==> src/swd_regs.vh <==
`ifndef SWD_REGS_VH
`define SWD_REGS_VH
// Notes on behaviour
// while enabled, counter decrements once per tick from the start value
// at zero, flag malfunction and perform every selected expiry action
// start value 1 to ffff-1; each count is ten microseconds
// configuration enable bit: 0 disables, 1 enables; disabled after reset
// mask bit 0 halts main processor, bit 1 halts coprocessor on expiry
// mask bit 3 forces general outputs and digital io lines low on expiry
// mask bit 2 and enabled: output high while counting, low at zero
// mask bit 2 clear or disabled: output follows standby level
// reload restores start value and keeps the counter enabled
// reload while disabled has no effect
// software reloads within every counting period to avoid expiry
// standby level 0 gives low, 1 gives high on watchdog output
// standby level applies only when disabled or output not driven by counter
// after power-up the watchdog output is low
// status bit 0 reads one when enabled, zero when disabled
// status bit 1 reads one after reaching zero, zero while counting
// status bit 1 is meaningless while disabled; software ignores it
// status bits above bit 1 have no function; read as zero
// after expiry counter holds zero, flag set, until reconfigured; config clears flag
// tick derived from system clock by prescaler; configuration restarts it

// ------------------------------------------------------------
// register offsets
// ------------------------------------------------------------
`define SWD_ADDR_W         4
`define SWD_OFS_CONFIG     4'h0
`define SWD_OFS_START      4'h1
`define SWD_OFS_RELOAD     4'h2
`define SWD_OFS_STANDBY    4'h3
`define SWD_OFS_STATUS     4'h4
`define SWD_OFS_COUNT      4'h5

// ------------------------------------------------------------
// fields
// ------------------------------------------------------------
`define SWD_CFG_EN_BIT     0
`define SWD_CFG_MODE_LSB   4
`define SWD_CFG_MODE_MSB   7
`define SWD_MODE_HALT_MAIN 0
`define SWD_MODE_HALT_COP  1
`define SWD_MODE_PIN       2
`define SWD_MODE_FORCE_LOW 3
`define SWD_ST_EN_BIT      0
`define SWD_ST_FAULT_BIT   1
`define SWD_START_MIN      16'h0001
`define SWD_START_MAX      16'hfffe

// ------------------------------------------------------------
// timing
// ------------------------------------------------------------
`define SWD_CLK_HZ         25000000
`define SWD_TICK_NS        10000
`define SWD_CLK_NS         40
`define SWD_TICK_CYC       (`SWD_TICK_NS / `SWD_CLK_NS)
`endif

==> src/swd_prescaler.v <==
`timescale 1ns/100ps
`include "swd_regs.vh"
module swd_prescaler #(
   parameter DIV = `SWD_TICK_CYC
) (
   input  wire ref_clk_i,
   input  wire rst_n_i,
   input  wire restart_i,
   output reg  tick_o
);
   reg [15:0] cnt_reg;

   // ------------------------------------------------------------
   // ten microsecond tick
   // ------------------------------------------------------------
   always @(posedge ref_clk_i or negedge rst_n_i) begin
      if (!rst_n_i) begin
         cnt_reg <= 16'h0000;
         tick_o  <= 1'b0;
      end else if (restart_i) begin
         cnt_reg <= 16'h0000;
         tick_o  <= 1'b0;
      end else if (cnt_reg == DIV[15:0] - 16'h0001) begin
         cnt_reg <= 16'h0000;
         tick_o  <= 1'b1;
      end else begin
         cnt_reg <= cnt_reg + 16'h0001;
         tick_o  <= 1'b0;
      end
   end
endmodule

==> src/swd_downcount.v <==
`timescale 1ns/100ps
`include "swd_regs.vh"
module swd_downcount #(
   parameter W = 16
) (
   input  wire         ref_clk_i,
   input  wire         rst_n_i,
   input  wire         load_i,
   input  wire [W-1:0] load_val_i,
   input  wire         run_i,
   input  wire         tick_i,
   output reg  [W-1:0] count_o,
   output wire         zero_o
);
   assign zero_o = (count_o == {W{1'b0}});

   // ------------------------------------------------------------
   // counter, holds at zero
   // ------------------------------------------------------------
   always @(posedge ref_clk_i or negedge rst_n_i) begin
      if (!rst_n_i) begin
         count_o <= {W{1'b0}};
      end else if (load_i) begin
         count_o <= load_val_i;
      end else if (run_i && tick_i && !zero_o) begin
         count_o <= count_o - {{(W-1){1'b0}}, 1'b1};
      end
   end
endmodule

==> src/swd_supervisor.v <==
// The placing of the registers and the plain strobed port are this design's own decisions.
`timescale 1ns/100ps
`include "swd_regs.vh"
module swd_supervisor #(
   parameter TICK_CYC = `SWD_TICK_CYC,
   parameter N_GEN    = 8,
   parameter N_DIO    = 33
) (
   input  wire                   ref_clk_i,
   input  wire                   reset_n_i,
   input  wire [`SWD_ADDR_W-1:0] addr_i,
   input  wire [31:0]            wdata_i,
   input  wire                   wr_i,
   input  wire                   rd_i,
   output reg  [31:0]            rdata_o,
   output reg                    halt_main_o,
   output reg                    halt_cop_o,
   output reg                    force_low_o,
   output reg  [N_GEN-1:0]       gen_out_en_o,
   output reg  [N_DIO-1:0]       dio_out_en_o,
   output reg                    wd_out_o
);
   // ------------------------------------------------------------
   // reset release
   // ------------------------------------------------------------
   reg rst_s1_reg;
   reg rst_n;
   always @(posedge ref_clk_i or negedge reset_n_i) begin
      if (!reset_n_i) begin
         rst_s1_reg <= 1'b0;
         rst_n      <= 1'b0;
      end else begin
         rst_s1_reg <= 1'b1;
         rst_n      <= rst_s1_reg;
      end
   end

   // ------------------------------------------------------------
   // registers
   // ------------------------------------------------------------
   reg        enable_reg;
   reg [3:0]  mode_reg;
   reg [15:0] start_reg;
   reg        standby_reg;
   reg        fault_reg;
   reg        cfg_pulse_reg;
   reg        load_reg;

   wire        tick;
   wire [15:0] count;
   wire        zero;

   wire wr_cfg    = wr_i && (addr_i == `SWD_OFS_CONFIG);
   wire wr_start  = wr_i && (addr_i == `SWD_OFS_START);
   wire wr_reload = wr_i && (addr_i == `SWD_OFS_RELOAD);
   wire wr_stby   = wr_i && (addr_i == `SWD_OFS_STANDBY);

   // clamp start value into its legal range
   function [15:0] clamp_start;
      input [15:0] v;
      begin
         if (v < `SWD_START_MIN)
            clamp_start = `SWD_START_MIN;
         else if (v > `SWD_START_MAX)
            clamp_start = `SWD_START_MAX;
         else
            clamp_start = v;
      end
   endfunction

   always @(posedge ref_clk_i or negedge rst_n) begin
      if (!rst_n) begin
         enable_reg    <= 1'b0;
         mode_reg      <= 4'h0;
         start_reg     <= `SWD_START_MAX;
         standby_reg   <= 1'b0;
         cfg_pulse_reg <= 1'b0;
         load_reg      <= 1'b0;
      end else begin
         cfg_pulse_reg <= wr_cfg;
         load_reg      <= 1'b0;
         if (wr_cfg) begin
            enable_reg <= wdata_i[`SWD_CFG_EN_BIT];
            mode_reg   <= wdata_i[`SWD_CFG_MODE_MSB:`SWD_CFG_MODE_LSB];
            load_reg   <= 1'b1;
         end
         if (wr_start)
            start_reg <= clamp_start(wdata_i[15:0]);
         // after expiry the count stays at zero until reconfigured
         if (wr_reload && enable_reg && !fault_reg && !wr_cfg)
            load_reg <= 1'b1;
         if (wr_stby)
            standby_reg <= wdata_i[0];
      end
   end

   // ------------------------------------------------------------
   // tick and counter
   // ------------------------------------------------------------
   swd_prescaler #(
      .DIV       (TICK_CYC)
   ) u_pre (
      .ref_clk_i (ref_clk_i),
      .rst_n_i   (rst_n),
      .restart_i (wr_cfg),
      .tick_o    (tick)
   );

   swd_downcount #(
      .W          (16)
   ) u_cnt (
      .ref_clk_i  (ref_clk_i),
      .rst_n_i    (rst_n),
      .load_i     (load_reg),
      .load_val_i (start_reg),
      .run_i      (enable_reg),
      .tick_i     (tick),
      .count_o    (count),
      .zero_o     (zero)
   );

   // ------------------------------------------------------------
   // malfunction flag
   // ------------------------------------------------------------
   always @(posedge ref_clk_i or negedge rst_n) begin
      if (!rst_n)
         fault_reg <= 1'b0;
      else if (cfg_pulse_reg || wr_cfg)
         fault_reg <= 1'b0;
      else if (enable_reg && zero && !load_reg && !fault_reg)
         fault_reg <= 1'b1;
   end

   // ------------------------------------------------------------
   // expiry actions and pin
   // ------------------------------------------------------------
   wire expired = enable_reg && fault_reg;

   always @(posedge ref_clk_i or negedge rst_n) begin
      if (!rst_n) begin
         halt_main_o  <= 1'b0;
         halt_cop_o   <= 1'b0;
         force_low_o  <= 1'b0;
         gen_out_en_o <= {N_GEN{1'b1}};
         dio_out_en_o <= {N_DIO{1'b1}};
         wd_out_o     <= 1'b0;
      end else begin
         halt_main_o  <= expired && mode_reg[`SWD_MODE_HALT_MAIN];
         halt_cop_o   <= expired && mode_reg[`SWD_MODE_HALT_COP];
         force_low_o  <= expired && mode_reg[`SWD_MODE_FORCE_LOW];
         gen_out_en_o <= {N_GEN{!(expired && mode_reg[`SWD_MODE_FORCE_LOW])}};
         dio_out_en_o <= {N_DIO{!(expired && mode_reg[`SWD_MODE_FORCE_LOW])}};
         if (enable_reg && mode_reg[`SWD_MODE_PIN])
            wd_out_o <= !fault_reg;
         else
            wd_out_o <= standby_reg;
      end
   end

   // ------------------------------------------------------------
   // read port
   // ------------------------------------------------------------
   always @(posedge ref_clk_i or negedge rst_n) begin
      if (!rst_n) begin
         rdata_o <= 32'h00000000;
      end else if (rd_i) begin
         case (addr_i)
            `SWD_OFS_CONFIG:  rdata_o <= {24'h000000, mode_reg, 3'h0, enable_reg};
            `SWD_OFS_START:   rdata_o <= {16'h0000, start_reg};
            `SWD_OFS_STANDBY: rdata_o <= {31'h00000000, standby_reg};
            `SWD_OFS_STATUS:  rdata_o <= {30'h00000000, fault_reg, enable_reg};
            `SWD_OFS_COUNT:   rdata_o <= {16'h0000, count};
            default:          rdata_o <= 32'h00000000;
         endcase
      end else begin
         rdata_o <= 32'h00000000;
      end
   end
endmodule

==> config.mk <==
export PLATFORM = sky130hd
export DESIGN_NAME = swd_supervisor
export DESIGN_NICKNAME = d
export VERILOG_FILES = /design/src/swd_prescaler.v /design/src/swd_downcount.v /design/src/swd_supervisor.v
export VERILOG_INCLUDE_DIRS = /design/src
export SDC_FILE = /design/constraint.sdc
export NUM_CORES = 1
export LEC_CHECK = 0
export ABC_CLOCK_PERIOD_IN_PS = 4000
export BUFFER_PORTS_ARGS = -buffer_cell sky130_fd_sc_hd__buf_2
export CORE_UTILIZATION = 25
export CTS_CLUSTER_SIZE = 12
export DETAILED_ROUTE_END_ITERATION = 10
export SLEW_MARGIN = 20
export SYNTH_ARGS = -nofsm -noshare
export SYNTH_HDL_FRONTEND = slang
export SYNTH_SLANG_ARGS = --single-unit
==> constraint.sdc <==
create_clock -name ref_clk_i -period 4 [get_ports ref_clk_i]
set_input_delay 0 -clock ref_clk_i [delete_from_list [all_inputs] [get_ports ref_clk_i]]
set_output_delay 0 -clock ref_clk_i [all_outputs]
set_load 0.02 [all_outputs]
==> summary.md <==
| Metric | Value |
|---|---|
| Final ANT Viol Nets | `0` |
| Register Area | `2050 µm²` |
| Worst Setup SP | `addr_i[3]` |
| Setup CP Type | `in2reg` |
| Max-Cap Viols | `0` |
| Core area | `16100 µm²` |
| DR vias | `3253` |
| Adder-Cell Fraction of Synth Area | `0.895%` |
| Maximum vdd drop | `0.230 mV` |
| Top cells by area, synth | `dfrtp_1, buf_4, dfstp_2, nor2_1, xnor2_1` |
| Synth Cell Area | `4190 µm²` |
| Ys Warns | `0` |
| DRT Wirelength | `9580 µm` |
| Detailed Route Iter0 Violations | `234` |
| CTS tree | `yes` |
| Critical Path RT | `4190 ps` |
| Post-route minimum period | `2240 ps` |
| H-tree lvl count | `3` |
| Largest net degree at the start of global routing | `80` |
| Hold Path Class | `in2reg` |
| Unrepaired setup endpoints after global routing | `no` |
| Inst Count DP | `654` |
| F_max | `447 MHz` |
| Row Count | `46` |
| Clock transition at path regs | `60 ps` |
| Antenna violations before repair | `0` |
| R2R Setup Slk | `1850 ps` |
| Setup Viol. Count Final | `0` |
| Drt drc | `0` |
| Final hold slack | `51.7 ps` |
| Post-synth top area cell | `dfrtp_1` |
| Drt pass-1 iters | `5` |
| Cell count after synthesis | `410` |
| Final Hold Viols | `0` |
| Number of buffers created by CTS | `9` |
| FF-to-FF Start | `u_cnt.count_o[4]` |
| Leakage power total | `2.09 nW` |
| Sequential share of the synthesized area | `48.8%` |
| Worst-Skew Late Latency | `340 ps` |
| Most frequent cell after synthesis | `dfrtp_1` |
| Worst reg2reg path endpoint | `u_cnt.count_o[13]` |
| Clock Tree Buf Depth | `2` |
| Multi-input gate area | `1660 µm²` |
| Synth top area share | `38.8%` |
| Post_cts resized | `0` |
| CP startpoint kind | `input port` |
| Final Net Count | `513` |
| Post-synth EDFFs | `0` |
| Synth-to-layout area growth | `18.8%` |
| Post-synth cell types | `50` |
| Largest family of logic cells by synthesized area | `simple AND/OR/NAND/NOR gates` |
| Overflow after GRT | `0` |
| R2R depth | `4` |
| Wire per inst | `13.9 µm` |
| First-pass GRT wire length | `15900 µm` |
| Cell Pwr Density | `489 nW/µm²` |
| Final non-filler cell total | `691` |
| Synth Area in Compound Gates | `12.1%` |
| Crit Path Max Fanout | `16` |
| Relative slew slack | `29.4%` |
| Skew final | `8.80 ps` |
| WHS Path Cells | `2` |
| Die Ht | `132 µm` |
| Detailed-route vias per instance | `4.71` |
| Ys flop type | `dfrtp_1` |
| Worst EP arrival | `2430 ps` |
| Slowest cell delay on critical path | `630 ps` |
| Vias in the first global route | `3087` |
| Diodes inserted | `0` |
| Number of I/O port buffers | `84` |
| Setup crit end kind | `flop` |
| Post-layout util | `30.9%` |
| Commonest cells in the netlist | `dfrtp_1, buf_4, nor2_1` |
| CTS Sinks | `81` |
| Multiplexer share of the synthesized area | `2.89%` |
| Synth Area in Simple Gates | `19.2%` |
| Die area | `17300 µm²` |
| Tot GR Track Use | `11.6%` |
| Initial Utilization | `26.0%` |
| Power Total | `2.44 mW` |
| Root Driver | `clkbuf_16` |
| FFs w/ async S/R, synth | `100%` |
| Status | `complete, no violations` |
| CP Cell Sequence | `dlygate4sd3_1 > buf_2 > nor3b_1 > nor3b_2 > nand2b_1 > nor2_1` |
| Syn Area/Cell | `10.2 µm²` |
| Slowest stage cell, crit path | `nor3b_2` |
| Final Wtd Congestion | `0.814` |
| Critical Path Sink | `u_pre.cnt_reg[13]` |
| Share of layout cells above drive strength 1 | `28.0%` |
| Fill count | `1657` |
| Post CTS Setup Buffer Count | `0` |
| IO Count | `117` |
| Xor/xnor cell area share of the yosys netlist | `2.92%` |
| Tcrit/Tclk final | `56.0%` |
| Setup TNS | `0 ps` |
| Actual slew at the worst max-slew pin | `1050 ps` |
| FF+latch count, synth | `81` |
| CTS Hold Bufs | `20` |
| Pins over their slew limit | `0` |
| Die Wd | `132 µm` |
| Post-DP HPWL | `6870 µm` |
-- metal layers --
| metal | GRT usage, % | vias to the layer above | wire length, µm |
|---|---|---|---|
| met3 | 4.32 | 16 | 886 |
| met4 | 3.55 | 0 | 115 |
| met5 | 0 | - | 0 |
| li1 | - | 1531 | - |
| met2 | 18.3 | 172 | 4510 |
| met1 | 14.5 | 1534 | 4070 |
-- area by class of cell --
type	count	area share [%]
flip-flops and latches	81	41.2
multi-input cells	259	33.4
repair buffers	106	13.2
well taps	216	5.43
clock buffers	11	4.67
clock inverters	5	1.18
inverters	13	0.980
-- logic make-up (layout without fill, tap and decap cells) --
kind of cell    Yosys count  count (layout)
simple gates            146             146
xor+xnor                 14              14
fa+ha+maj                 3               3
flops                    81              81
buf+inv                  85             135
mux                      11              11
compound gates           68              68
other cells               2              17
-- worst max-delay path, delay by kind of cell --
family,cells,cell delay (ps)
buf+inv,2,700
simple gates,4,1720
-- cells in the final DEF (no fill, tap or decap), drive strengths merged, types with 7 or more instances in the layout --
cell	count
inv	12
a31oi	7
clkbuf	11
xnor2	13
dlygate4sd3	20
nor2	49
nand3	12
nand4	7
dfstp	16
buf	86
a22o	12
nor4	12
o21ai	12
nor3b	7
a22oi	14
or4	9
mux2	9
nand2	13
nor3	13
conb	17
dfrtp	65
-- worst min path at each step --
stage               slack (ps)      start       endpoint
finish                      50  addr_i[1]  cfg_pulse_reg
global placement          -210  reset_n_i     rst_s1_reg
detailed placement        -210  reset_n_i     rst_s1_reg
floorplan                 -300  reset_n_i          rst_n
global route                60  addr_i[1]  cfg_pulse_reg
CTS                         30  addr_i[1]  cfg_pulse_reg
-- power breakdown --
group,leakage (nW),internal [mW],switching (mW),total (mW)
Combinational,0.940,0.219,0.227,0.445
Clock,0.136,0.483,0.323,0.807
Sequential,1.01,0.988,0.197,1.19
Total,2.09,1.69,0.747,2.44
-- per-stage QoR --
stage / area (µm²) / worst slack [ps]
floorplan: 4250 / 1600
global placement: 4460 / 1970
detailed placement: 4460 / 1870
CTS: 4950 / 1720
global route: 4980 / 1540
finish: 4980 / 1760
Power figures use the tool's default switching activity.
